### src/port_clock_pkg.sv
package port_clock_pkg;
  localparam logic [7:0] PORT_CLOCK_CONTROL_ADDR = 8'h00;
  localparam logic [7:0] CLOCK_STATUS_ADDR = 8'h04;
  localparam logic [15:0] PORT_CLOCK_CONTROL_RESET = 16'h0000;
  localparam int RUN_DEBUG_BIT = 8;
  localparam int DIV_LSB = 4;
  localparam int KEY_LSB = 2;
  localparam int SRC_LSB = 0;
  localparam int DIV_STAGES = 15;

  typedef enum logic [1:0] {
    src_internal_oscillator,
    src_first_oscillator,
    src_third_oscillator,
    src_external_clock_input
  } clock_source_select_type;

  typedef enum logic [1:0] {
    key_off,
    key_two_inputs,
    key_three_inputs,
    key_four_inputs
  } key_reset_config_type;

  typedef struct packed {
    logic run_while_debugging;
    logic [3:0] clock_divider_select;
    key_reset_config_type key_reset_config;
    clock_source_select_type clock_source_select;
  } port_clock_control_type;

  typedef struct packed {
    logic internal_oscillator;
    logic first_oscillator;
    logic third_oscillator;
    logic external_clock_input;
  } source_ticks_type;

  localparam logic [3:0] SOURCE_PRESENT = 4'hf;
endpackage

### src/port_clock_keyreset_config.sv
`timescale 1ns/1ns
// Overview of operation
// - Run-while-debugging bit gates the operating clock while debug halted.
// - Four-bit divider field selects the ratio applied to the chosen source.
// - Key reset fires when selected low inputs of group zero all read low.
// - Two-bit source field picks internal, first, third or external clock.
// - First oscillator source divides by two to the power of divider code.
// - External clock input passes undivided whatever the divider says.
// - Filter sample tick follows the divided operating clock period.
// - Writes naming a source absent from this part leave the source field unchanged.
module port_clock_keyreset_config
  import port_clock_pkg::*;
(
  input wire logic clk_i,
  input wire logic rst_n_i,
  input wire logic [7:0] addr_i,
  input wire logic [15:0] wdata_i,
  input wire logic wr_i,
  input wire logic rd_i,
  output logic [15:0] rdata_o,
  input wire logic write_unlocked_i,
  input wire logic debug_halt_i,
  input wire source_ticks_type source_ticks_i,
  input wire logic [3:0] port_group_zero_i,
  output logic filter_tick_o,
  output logic key_reset_o
);
  port_clock_control_type ctrl_r;
  logic [DIV_STAGES-1:0] div_cnt_r;
  logic src_tick;
  logic div_hit;
  logic [3:0] key_mask;

  function automatic logic source_ok(input logic [1:0] code);
    source_ok = SOURCE_PRESENT[code];
  endfunction

  // Register write; an illegal source keeps the previous source setting.
  always_ff @(posedge clk_i or negedge rst_n_i) begin
    if (!rst_n_i) begin
      ctrl_r <=
        port_clock_control_type'(PORT_CLOCK_CONTROL_RESET[RUN_DEBUG_BIT:0]);
    end else if (wr_i && addr_i == PORT_CLOCK_CONTROL_ADDR
                 && write_unlocked_i) begin
      ctrl_r.run_while_debugging <= wdata_i[RUN_DEBUG_BIT];
      ctrl_r.clock_divider_select <= wdata_i[DIV_LSB +: 4];
      ctrl_r.key_reset_config <=
        key_reset_config_type'(wdata_i[KEY_LSB +: 2]);
      if (source_ok(wdata_i[SRC_LSB +: 2])) begin
        ctrl_r.clock_source_select <=
          clock_source_select_type'(wdata_i[SRC_LSB +: 2]);
      end
    end
  end

  // A refused write must leave every field alone, not only the source.
  a_locked_no_write: assert property (
    @(posedge clk_i) disable iff (!rst_n_i)
    (wr_i && !write_unlocked_i) |=> $stable(ctrl_r))
    else $error("write while locked");

  a_write_lands: assert property (
    @(posedge clk_i) disable iff (!rst_n_i)
    (wr_i && write_unlocked_i && addr_i == PORT_CLOCK_CONTROL_ADDR)
    |=> ctrl_r.clock_divider_select == $past(wdata_i[DIV_LSB +: 4]))
    else $error("divider write lost");

  a_source_legal: assert property (
    @(posedge clk_i) disable iff (!rst_n_i)
    source_ok(ctrl_r.clock_source_select))
    else $error("absent source selected");

  always_ff @(posedge clk_i or negedge rst_n_i) begin
    if (!rst_n_i) begin
      rdata_o <= 16'h0000;
    end else if (rd_i) begin
      case (addr_i)
        PORT_CLOCK_CONTROL_ADDR: rdata_o <= {7'h00, ctrl_r};
        CLOCK_STATUS_ADDR: rdata_o <= {14'h0000, key_reset_o, filter_tick_o};
        default: rdata_o <= 16'h0000;
      endcase
    end
  end

  a_reserved_zero: assert property (
    @(posedge clk_i) disable iff (!rst_n_i)
    (rd_i && addr_i == PORT_CLOCK_CONTROL_ADDR)
    |=> rdata_o[15:9] == 7'h00)
    else $error("reserved bits nonzero");

  // Status is a snapshot taken at the read edge; polling can miss a tick.
  a_status_zero: assert property (
    @(posedge clk_i) disable iff (!rst_n_i)
    (rd_i && addr_i == CLOCK_STATUS_ADDR)
    |=> rdata_o[15:2] == 14'h0000)
    else $error("status reserved bits nonzero");

  a_unmapped_zero: assert property (
    @(posedge clk_i) disable iff (!rst_n_i)
    (rd_i && addr_i != PORT_CLOCK_CONTROL_ADDR
     && addr_i != CLOCK_STATUS_ADDR) |=> rdata_o == 16'h0000)
    else $error("unmapped read nonzero");

  always_comb begin
    case (ctrl_r.clock_source_select)
      src_internal_oscillator: src_tick = source_ticks_i.internal_oscillator;
      src_first_oscillator: src_tick = source_ticks_i.first_oscillator;
      src_third_oscillator: src_tick = source_ticks_i.third_oscillator;
      src_external_clock_input: src_tick = source_ticks_i.external_clock_input;
      default: src_tick = 1'b0;
    endcase
  end

  a_source_routing: assert property (
    @(posedge clk_i) disable iff (!rst_n_i)
    (ctrl_r.clock_source_select == src_first_oscillator
     && !source_ticks_i.first_oscillator) |=> !filter_tick_o)
    else $error("tick from unselected source");

  // Division counts source ticks; code n completes after 2**n ticks.
  always_comb begin
    div_hit = 1'b1;
    if (ctrl_r.clock_source_select != src_external_clock_input) begin
      for (int i = 0; i < DIV_STAGES; i++) begin
        if (i < int'(ctrl_r.clock_divider_select) && !div_cnt_r[i]) begin
          div_hit = 1'b0;
        end
      end
    end
  end

  a_div_one_pass: assert property (
    @(posedge clk_i) disable iff (!rst_n_i)
    (ctrl_r.clock_divider_select == 4'h0 && src_tick && !debug_halt_i)
    |=> filter_tick_o)
    else $error("ratio one lost tick");

  a_external_undivided: assert property (
    @(posedge clk_i) disable iff (!rst_n_i)
    (ctrl_r.clock_source_select == src_external_clock_input
     && source_ticks_i.external_clock_input && !debug_halt_i)
    |=> filter_tick_o)
    else $error("external not undivided");

  // The clock is stopped while halted with run_while_debugging clear, so the divider also freezes.
  always_ff @(posedge clk_i or negedge rst_n_i) begin
    if (!rst_n_i) begin
      div_cnt_r <= '0;
    end else if (src_tick && !(debug_halt_i
                 && !ctrl_r.run_while_debugging)) begin
      div_cnt_r <= div_hit ? '0 : div_cnt_r + 1'b1;
    end
  end

  a_div_hold_halt: assert property (
    @(posedge clk_i) disable iff (!rst_n_i)
    (debug_halt_i && !ctrl_r.run_while_debugging) |=> $stable(div_cnt_r))
    else $error("divider moved while halted");

  always_ff @(posedge clk_i or negedge rst_n_i) begin
    if (!rst_n_i) begin
      filter_tick_o <= 1'b0;
    end else begin
      filter_tick_o <= src_tick && div_hit
        && !(debug_halt_i && !ctrl_r.run_while_debugging);
    end
  end

  a_debug_gate_tick: assert property (
    @(posedge clk_i) disable iff (!rst_n_i)
    (debug_halt_i && !ctrl_r.run_while_debugging) |=> !filter_tick_o)
    else $error("tick while debug halted");

  a_debug_run_tick: assert property (
    @(posedge clk_i) disable iff (!rst_n_i)
    (debug_halt_i && ctrl_r.run_while_debugging && src_tick && div_hit)
    |=> filter_tick_o)
    else $error("tick lost while debug running");

  a_tick_needs_src: assert property (
    @(posedge clk_i) disable iff (!rst_n_i)
    !src_tick |=> !filter_tick_o)
    else $error("tick without source");

  always_comb begin
    case (ctrl_r.key_reset_config)
      key_two_inputs: key_mask = 4'h3;
      key_three_inputs: key_mask = 4'h7;
      key_four_inputs: key_mask = 4'hf;
      default: key_mask = 4'h0;
    endcase
  end

  always_ff @(posedge clk_i or negedge rst_n_i) begin
    if (!rst_n_i) begin
      key_reset_o <= 1'b0;
    end else begin
      key_reset_o <= (key_mask != 4'h0)
        && ((port_group_zero_i & key_mask) == 4'h0);
    end
  end

  a_key_reset_fire: assert property (
    @(posedge clk_i) disable iff (!rst_n_i)
    (ctrl_r.key_reset_config == key_four_inputs && port_group_zero_i == 4'h0)
    |=> key_reset_o)
    else $error("key reset missed");

  a_key_three_fire: assert property (
    @(posedge clk_i) disable iff (!rst_n_i)
    (ctrl_r.key_reset_config == key_three_inputs
     && port_group_zero_i[2:0] == 3'h0) |=> key_reset_o)
    else $error("three input key reset missed");

  a_key_two_fire: assert property (
    @(posedge clk_i) disable iff (!rst_n_i)
    (ctrl_r.key_reset_config == key_two_inputs
     && port_group_zero_i[1:0] == 2'h0) |=> key_reset_o)
    else $error("two input key reset missed");

  // Inputs 1..0 take part in every enabled setting, so either high blocks.
  a_key_low_needed: assert property (
    @(posedge clk_i) disable iff (!rst_n_i)
    (port_group_zero_i[0] || port_group_zero_i[1]) |=> !key_reset_o)
    else $error("key reset with input high");

  a_key_reset_off: assert property (
    @(posedge clk_i) disable iff (!rst_n_i)
    (ctrl_r.key_reset_config == key_off) |=> !key_reset_o)
    else $error("key reset while disabled");
endmodule

### config.mk
export PLATFORM = sky130hd
export DESIGN_NAME = port_clock_keyreset_config
export DESIGN_NICKNAME = d
export VERILOG_FILES = /design/src/port_clock_pkg.sv /design/src/port_clock_keyreset_config.sv
export SDC_FILE = /design/constraint.sdc
export NUM_CORES = 1
export LEC_CHECK = 0
export BUFFER_PORTS_ARGS = -buffer_cell sky130_fd_sc_hd__buf_2
export CAP_MARGIN = 20
export CORE_AREA = 2 2 63 65
export DETAILED_ROUTE_END_ITERATION = 12
export DIE_AREA = 0 0 65 67
export HOLD_SLACK_MARGIN = 0.03
export PLACE_DENSITY_LB_ADDON = 0.12
export SLEW_MARGIN = 20
export SYNTH_ARGS = -nofsm -noshare
export SYNTH_HDL_FRONTEND = slang
export SYNTH_SLANG_ARGS = --single-unit
### constraint.sdc
create_clock -name clk_i -period 4.6 [get_ports clk_i]
set_clock_uncertainty 0.15 [all_clocks]
set_input_delay 0.69 -clock clk_i [delete_from_list [all_inputs] [get_ports clk_i]]
set_output_delay 0.69 -clock clk_i [all_outputs]
set_load 0.05 [all_outputs]
==> impl_metrics.ini, run 1 <==
[floorplanning]
die_w_microns = 65
die_h_microns = 67
dieArea_sq_mm = 0.00436
core-area_sq_mm = 0.00361
fp-row-count = 22
io_pins = 56
start_util_pct = 54.1

[worst_setup_path]
crit_path_max_incr_delay_ns = 0.49
r2r_end = div_cnt_r[2]
path_delay_family = multiplexers
r2r_start = ctrl_r[1]
cp-startpoint = source_ticks_i[0]
cp.arrival_ns = 2.16
worst-path-buf-inv = 2
path_class = input port to flop
startpoint_type = input port
crit_required_ns = 4.63
cp_cell_sequence = buf_2, mux4_2, nand2_2, nor2_1, buf_4, a2111oi_4
crit_end = div_cnt_r[2]
cp_num_cells = 6
rrSetupSlack_ns = 2.48
worst-path-max-fanout = 9
cp-end-kind = flop
worst_r2r_path_depth = 5
slowest_stage = mux4_2

[sta]
finalSetupViolCount = 0
rsz0062_at_grt = no
fin_crit_sh_pct = 46.3
max_freq_mhz = 470
fin_ws_ns = 2.47
finalMaxSlewViolations = 0
hold_slack_ns = 0.320
hold_viol = 0
setup_tns_ns = 0
tightest_slew_ns = 0.759
period_needed_ns = 2.13
max_slew_margin_pct = 49.4

[clocking]
cts_tree = yes
numCtsBuffers = 5
clk_pin_slew_ns = 0.07
cts_root_buf = clkbuf_8
h-tree-depth = 2
cts_sinks = 35
hold_buffers = 0
cts_buffer_depth = 2
post-cts-setup-buffers = 0
worstSkewPairLatency_ns = 0.29
cts_resized = 0

[outcome]
status = completed

[min_path]
min_path_type = input port to asynchronous set/reset pin

[place]
place_hpwl_mm = 3.03
gp_congestion = 0.806
dp_slack_ns = 2.15
port_buffers = 41
placed_area_sq_mm = 0.00215

[layout]
nets = 266
fin_util_pct = 62.5
fin_area_sq_mm = 0.00225
n_fill_cell = 323
antennaDiodeCount = 0
drive_gt1_share_pct = 35.7
area_growth_pct = 15.6

[logic_synthesis]
synthesis.area_sq_mm = 0.00195
syn_avg_cell_area_sq_um = 10.5
yosysTopAreaCellShare_pct = 44.9
yosysTopAreaCell = dfrtp_1
ys_ff_latch = 35
yosysWarnings = 0
synth_edf_count = 0
yosysSeqAreaShare_pct = 44.9
synth.area.top_cells = dfrtp_1 45%, mux2_2 5.2%, nor3_2 5.1%, xor2_1 3.1%, buf_4 2.7%
synthFlopType = dfrtp_1
syn_inst = 186
async_flop_share_pct = 100
synth_cell_type_count = 48

[drt]
routed-via-count = 1503
drtIter0Drc = 71
post_drt_wl_per_cell_microns = 14.7
drc = 0
wl_mm = 4.04
via_per_inst = 5.47
ant_nets = 0
firstDrtPassIters = 4

[global_routing]
grt_pass1_vias = 1634
grt.total_usage_pct = 22.1
gr-total-overflow = 0
grt_pass1_wl_mm = 7.29
grt_antenna_before_repair = 0
grt_max_degree = 36

[power]
p_comb_share_pct = 9.1
pwr_density_cell_mw_per_mm2 = 285
p_clk_share_pct = 41.7
switchingPower_uw = 153
ir_drop_mv = 0.214
p_leak_uw = 0.00105
seqPwrFrac_pct = 49.3
p_int_uw = 489
sw_frac_of_total_pct = 23.9

[job]
drv_cap = 0
==> logic make-up (layout without fill, tap and decap cells) <==
logic type      after synthesis  after routing  share of synthesized area, %
fa+ha+maj                     1              1                         0.641
compound gates               28             28                          12.2
simple gates                 69             69                          21.3
buf+inv                      27             62                          7.50
mux                          13             13                          7.89
xor+xnor                     12             12                          5.39
other cells                   1              7                         0.192
flops                        35             35                          44.9
==> per-layer routing <==
| layer | part of all wire [%] | GRT usage, % | vias up |
|---|---|---|---|
| met1 | 43 | 26.5 | 722 |
| met3 | 5.7 | 6.08 | 4 |
| met5 | 0 | 0 | - |
| met2 | 51 | 38.9 | 55 |
| li1 | - | - | 722 |
| met4 | 1.0 | 5.85 | 0 |
==> sequential cells by signal (all words and copies together) (netlist names) <==
signal / count
filter_tick_o: 1
ctrl_r: 9
rdata_o: 9
div_cnt_r: 15
key_reset_o: 1
==> Yosys cell counts (3+ instances only) <==
| library cell | instances |
|---|---|
| nor3_2 | 10 |
| xnor2_1 | 5 |
| and2_1 | 4 |
| a21oi_1 | 3 |
| nand2_1 | 14 |
| xor2_1 | 7 |
| o21ai_0 | 8 |
| nor3_1 | 8 |
| mux2i_1 | 3 |
| mux2_2 | 9 |
| nand4_1 | 5 |
| inv_1 | 13 |
| buf_4 | 7 |
| nor2_1 | 6 |
| buf_2 | 3 |
| dfrtp_1 | 35 |
| nand3_1 | 8 |
==> cell type report <==
cell class / count / area (sq um) / share of cell area, %
inverter: 13 / 48.8 / 2.16
clock inverter: 2 / 37.5 / 1.66
sequential: 35 / 876 / 38.8
multi-input combinational: 130 / 951 / 42.2
tap: 48 / 60.1 / 2.66
clock buffer: 5 / 68.8 / 3.05
timing repair buffer: 42 / 213 / 9.43
==> worst reg2reg max path, stage by stage, from the launching register on <==
cell and delay, ns:
dfrtp_1 0.42, mux4_2 0.55, nand2_2 0.21, nor2_1 0.17, buf_4 0.22, a2111oi_4 0.28
==> how the worst min path moves through the flow <==
stage          slack, ns  startpoint  depth (start not counted)            end
3_3_place_gp        0.36   ctrl_r[8]                          2     rdata_o[8]
5_1_grt             0.38     rst_n_i                          1  div_cnt_r[10]
6_report            0.32     rst_n_i                          1  div_cnt_r[14]
3_5_place_dp        0.36  rdata_o[7]                          2     rdata_o[7]
4_1_cts             0.35     rst_n_i                          1  div_cnt_r[10]
2_1_floorplan       0.24     rst_n_i                          0      ctrl_r[0]
==> power groups by stage <==
| stage | Combinational, uW | Sequential (uW) | Clock (uW) |
|---|---|---|---|
| after floorplan | 40.1 | 323 | 0 |
| after global placement | 57.1 | 322 | 0 |
| after detailed placement | 58.8 | 322 | 0 |
| after CTS | 59.1 | 316 | 274 |
| after global routing | 65.1 | 317 | 290 |
| final | 58.2 | 317 | 268 |
==> placed cells by master, fill, tap and decap left out, types with 3 or more instances in the layout <==
master / instances
mux2_2: 9
clkbuf_8: 5
inv_1: 13
nor3_2: 10
mux2i_1: 3
nor3_1: 8
nand2_1: 14
xor2_1: 7
xnor2_1: 5
dfrtp_1: 35
nor2_1: 6
o21ai_0: 8
a21oi_1: 3
nand3_1: 8
buf_2: 41
nand4_1: 5
conb_1: 7
and2_1: 4
==> through the flow <==
stage / total power (uW) / cells
finish: 643 / 275
global route: 672 / 275
CTS: 649 / 275
detailed placement: 381 / 268
global placement: 379 / 268
floorplan: 363 / 192
Note: power is estimated with default switching activity, not from simulation.
==> inputs of run 2 (changes only) <==
--- a/config.mk
+++ b/config.mk
@@ -7,9 +7,9 @@
 export LEC_CHECK = 0
 export BUFFER_PORTS_ARGS = -buffer_cell sky130_fd_sc_hd__buf_2
 export CAP_MARGIN = 20
-export CORE_AREA = 2 2 63 65
+export CORE_AREA = 2 2 68 70
 export DETAILED_ROUTE_END_ITERATION = 12
-export DIE_AREA = 0 0 65 67
+export DIE_AREA = 0 0 70 72
 export HOLD_SLACK_MARGIN = 0.03
 export PLACE_DENSITY_LB_ADDON = 0.12
 export SLEW_MARGIN = 20
==> constraint.sdc (replaced) <==
create_clock -name clk_i -period 1.73 [get_ports clk_i]
set_clock_uncertainty 0.15 [all_clocks]
set_input_delay 0.2595 -clock clk_i [delete_from_list [all_inputs] [get_ports clk_i]]
set_output_delay 0.2595 -clock clk_i [all_outputs]
set_load 0.05 [all_outputs]
==> impl_metrics.ini, run 2 (synthesis gave the netlist of run 1 again) <==
[worst_setup_path]
r2r_end = div_cnt_r[2]
crit_required_ns = 1.77
path_class = flop to flop
r2r_start = div_cnt_r[6]
path_delay_family = compound AO/OA/AOI/OAI gates
slowest_stage = dfrtp_1
worst_r2r_path_depth = 6
worst-path-buf-inv = 1
rrSetupSlack_ns = -0.20
worst-path-max-fanout = 5
startpoint_type = flop
cp.arrival_ns = 1.96
cp-end-kind = flop
cp_cell_sequence = nand2b_1, a21boi_0, o31ai_4, o2111a_2, buf_6, a2111oi_4
crit_path_max_incr_delay_ns = 0.44

[floorplanning]
start_util_pct = 45.7
fp-row-count = 24
core-area_sq_mm = 0.00426
die_w_microns = 70
io_pins = 56
dieArea_sq_mm = 0.00504
die_h_microns = 72

[layout]
layout_commonest_cell = buf_2
area_growth_pct = 35.9
reg_top3 = div_cnt_r (15), ctrl_r (9), rdata_o (9)
regMostFlops = div_cnt_r
fin_area_sq_mm = 0.00265
nets = 304
mostFrequentLayoutCells = 41 x buf_2, 34 x dfrtp_1, 32 x buf_4
antennaDiodeCount = 0
fin_util_pct = 62.2
drive_gt1_share_pct = 47.0
largest_register_ffs = 15

[sta]
period_needed_ns = 1.93
hold_viol = 0
fin_ws_ns = -0.196
fin_crit_sh_pct = 111
finalMaxSlewViolations = 0
rsz0062_at_grt = yes
finalSetupViolCount = 16
max_freq_mhz = 519

[drt]
drc = 0
via_per_inst = 5.19
wl_mm = 4.50
wl_met2_mm = 2.39
wl_met1_mm = 1.80
route.met3.wl_microns = 240
post_drt_wl_per_cell_microns = 14.1
firstDrtPassIters = 4
top_layer_used = met4
drtIter0Drc = 45
routed-via-count = 1650
ant_nets = 0

[job]
drv_cap = 0

[clocking]
cts_root_buf = clkbuf_8
cts_sinks = 35
numCtsBuffers = 5
cts_buffer_depth = 2
cts_tree = yes
clk_pin_slew_ns = 0.08
h-tree-depth = 2
worstSkewPairLatency_ns = 0.29

[global_routing]
gr-total-overflow = 0
grt_max_degree = 20
grt_antenna_before_repair = 0
grt_pass1_vias = 1733
grt.total_usage_pct = 19.1
grt_pass1_wl_mm = 7.64

[power]
pwr_density_cell_mw_per_mm2 = 670
ir_drop_mv = 0.433
p_leak_uw = 0.00123

[place]
placed_area_sq_mm = 0.00245
gp_congestion = 0.840
place_hpwl_mm = 3.44
port_buffers = 41

[min_path]
min_path_type = input port to flop
min_from = wdata_i[7]
min_to = ctrl_r[7]
holdPathStages = 2

[outcome]
status = finished, violations left
violations = negative setup slack
## run 2: changes by cell type in the layout (fill, tap and decap cells not counted), moves of 2 or more
cell and delta:
buf_4 +31, o31ai_1 -2, buf_12 +3, dlygate4sd3_1 +3
## run 2: worst max-delay path by stage
stage                       startpoint            to  cells after the start
after floorplan              ctrl_r[1]  div_cnt_r[2]                      6
after global placement       ctrl_r[6]  div_cnt_r[2]                      7
after detailed placement     ctrl_r[6]  div_cnt_r[2]                      7
after CTS                    ctrl_r[1]  div_cnt_r[2]                      5
after global routing      div_cnt_r[6]  div_cnt_r[2]                      6
final                     div_cnt_r[6]  div_cnt_r[2]                      6
## run 2: area by class of cell
cell class	count	area (sq um)
clock buffer	5	68.8
clock inverter	3	43.8
fill	354	1610
inverter	13	48.8
multi-input combinational	130	1000
sequential	35	877
tap	52	65.1
timing repair buffer	80	547
## run 2: timing repair
action | in CTS | in global routing
pin swaps | 2 | 2
endpoints found under the hold margin | 17 | 0
endpoints found under the setup margin | 16 | 16
resized for setup | 6 | 3
hold buffers | 3 | 0
buffers inserted | 1 | 2
## run 2: metal layers
layer | global-route usage (%) | vias to the layer above
met5 | 0 | -
met4 | 7.05 | 0
met3 | 4.58 | 6
met2 | 35.7 | 59
met1 | 21.0 | 790
li1 | - | 795
## run 2: per-stage QoR
stage	hold WS, ns	cells	setup TNS (ns)	power [uW]	setup slack (ns)
finish	0.0487	318	-2.00	1780	-0.196
global route	0.0351	318	-3.30	1850	-0.260
CTS	0.0400	316	-2.11	1790	-0.190
detailed placement	0.0601	304	-3.46	1040	-0.237
global placement	0.0564	304	-2.66	1040	-0.193
floorplan	-0.186	192	-1.81	966	-0.184
## run 2: power by group
part	total (uW)	internal [uW]	switching, uW
Clock	738	429	309
Combinational	202	86.4	115
Sequential	838	828	9.98
==> inputs of run 3 (changes only) <==
--- a/config.mk
+++ b/config.mk
@@ -7,9 +7,9 @@
 export LEC_CHECK = 0
 export BUFFER_PORTS_ARGS = -buffer_cell sky130_fd_sc_hd__buf_2
 export CAP_MARGIN = 20
-export CORE_AREA = 2 2 68 70
+export CORE_AREA = 2 2 63 65
 export DETAILED_ROUTE_END_ITERATION = 12
-export DIE_AREA = 0 0 70 72
+export DIE_AREA = 0 0 65 67
 export HOLD_SLACK_MARGIN = 0.03
 export PLACE_DENSITY_LB_ADDON = 0.12
 export SLEW_MARGIN = 20
==> constraint.sdc (replaced) <==
create_clock -name clk_i -period 2.4 [get_ports clk_i]
set_clock_uncertainty 0.15 [all_clocks]
set_input_delay 0.36 -clock clk_i [delete_from_list [all_inputs] [get_ports clk_i]]
set_output_delay 0.36 -clock clk_i [all_outputs]
set_load 0.05 [all_outputs]
==> impl_metrics.ini, run 3 (synthesis gave the netlist of run 1 again) <==
[layout]
nets = 268
layout_commonest_cell = buf_2
mostFrequentLayoutCells = 41 x buf_2, 35 x dfrtp_1, 14 x nand2_1
reg_top3 = div_cnt_r (15), ctrl_r (9), rdata_o (9)
register_area_sq_um = 876
multiInputGateArea_sq_um = 951
regMostFlops = div_cnt_r
largest_register_ffs = 15
n_fill_cell = 316
area_growth_pct = 15.4
antennaDiodeCount = 0
drive_gt1_share_pct = 35.7

[place]
port_buffers = 41
dp_slack_ns = 0.225
place_hpwl_mm = 3.05
gp_congestion = 0.847

[clocking]
clk_pin_slew_ns = 0.07
cts_buffer_depth = 2
h-tree-depth = 2
numCtsBuffers = 5
worstSkewPairLatency_ns = 0.29
cts_sinks = 35
cts_root_buf = clkbuf_8
cts_tree = yes
post-cts-setup-buffers = 0

[sta]
max_freq_mhz = 456
rsz0062_at_grt = no
fin_ws_ns = 0.207
tightest_slew_ns = 0.859
period_needed_ns = 2.19
setup_tns_ns = 0
fin_crit_sh_pct = 91.4
max_slew_margin_pct = 42.5
hold_viol = 0
finalMaxSlewViolations = 0
finalSetupViolCount = 0

[worst_setup_path]
cp_cell_sequence = mux4_2, nand2_2, nor2_1, buf_4, nor3_1
rrSetupSlack_ns = 0.21
crit_required_ns = 2.41
startpoint_type = flop
slowest_stage = nor2_1
path_class = flop to flop
worst-path-buf-inv = 1
crit_path_max_incr_delay_ns = 0.66
cp.arrival_ns = 2.20
worst-path-max-fanout = 7
path_delay_family = simple AND/OR/NAND/NOR gates
cp-end-kind = flop

[power]
p_clk_share_pct = 36.7
sw_frac_of_total_pct = 26.5
seqPwrFrac_pct = 53.2
p_comb_share_pct = 10.2
ir_drop_mv = 0.296
total_power_uw = 1140
pwr_density_cell_mw_per_mm2 = 507
p_int_uw = 839
p_leak_uw = 0.00105
switchingPower_uw = 302

[drt]
post_drt_wl_per_cell_microns = 15.0
drc = 0
wl_mm = 4.17
firstDrtPassIters = 4
routed-via-count = 1515
drtIter0Drc = 73
via_per_inst = 5.45
ant_nets = 0

[floorplanning]
core-area_sq_mm = 0.00361
start_util_pct = 54.1
io_pins = 56
fp-row-count = 22
die_w_microns = 65
die_h_microns = 67
dieArea_sq_mm = 0.00436

[global_routing]
grt_pass1_wl_mm = 6.82
gr-total-overflow = 0
grt.total_usage_pct = 20.9
grt_pass1_vias = 1534
grt_max_degree = 36
grt_antenna_before_repair = 0

[job]
drv_cap = 0

[outcome]
status = completed

[min_path]
min_path_type = input port to flop
[run 3: area by class of cell]
cell class | count | area share (%)
timing repair buffer | 44 | 10.2
clock buffer | 6 | 3.22
tap | 48 | 2.67
inverter | 13 | 2.17
clock inverter | 2 | 0.556
multi-input combinational | 130 | 42.2
sequential | 35 | 38.9
[run 3: path summary, 6_finish.rpt]
path / startpoint / to / cells after the start
worst max-delay path: ctrl_r[1] / div_cnt_r[4] / 5
worst min-delay path: port_group_zero_i[1] / key_reset_o / 2
worst max register to register: ctrl_r[1] / div_cnt_r[4] / 5
worst min register to register: rdata_o[4] / rdata_o[4] / 2
max in group asynchronous: rst_n_i / div_cnt_r[14] / 2
min in group asynchronous: rst_n_i / div_cnt_r[1] / 2
[run 3: metrics by stage]
| step | std cells | hold slack, ns | cell area [sq um] | utilization (%) |
|---|---|---|---|---|
| floorplan | 192 | -0.0856 | 1970 | - |
| global placement | 269 | 0.315 | 2160 | 59.8 |
| detailed placement | 269 | 0.341 | 2160 | 59.8 |
| CTS | 278 | 0.0571 | 2250 | 62.4 |
| global route | 278 | 0.0654 | 2250 | 62.4 |
| finish | 278 | 0.0626 | 2250 | 62.4 |
[run 3: timing repair]
action,CTS,global route
resized for setup,0,0
hold buffers,1,0
hold endpoints to repair,2,0
[run 3: power groups by stage]
stage               Combinational, uW  Sequential (uW)  Clock [uW]
finish                            116              607         418
global route                      125              607         447
CTS                               117              606         424
detailed placement                116              618           0
global placement                  111              617           0
floorplan                        76.9              618           0
[run 3: per-layer routing]
metal	part of all wire (%)	GRT usage, %	vias to the layer above	routed length [microns]
met1	42	23.9	724	1760
met3	6.2	5.74	10	260
met5	0	0	-	0
met2	50	36.1	55	2070
li1	-	-	726	-
met4	1.9	10.1	0	81
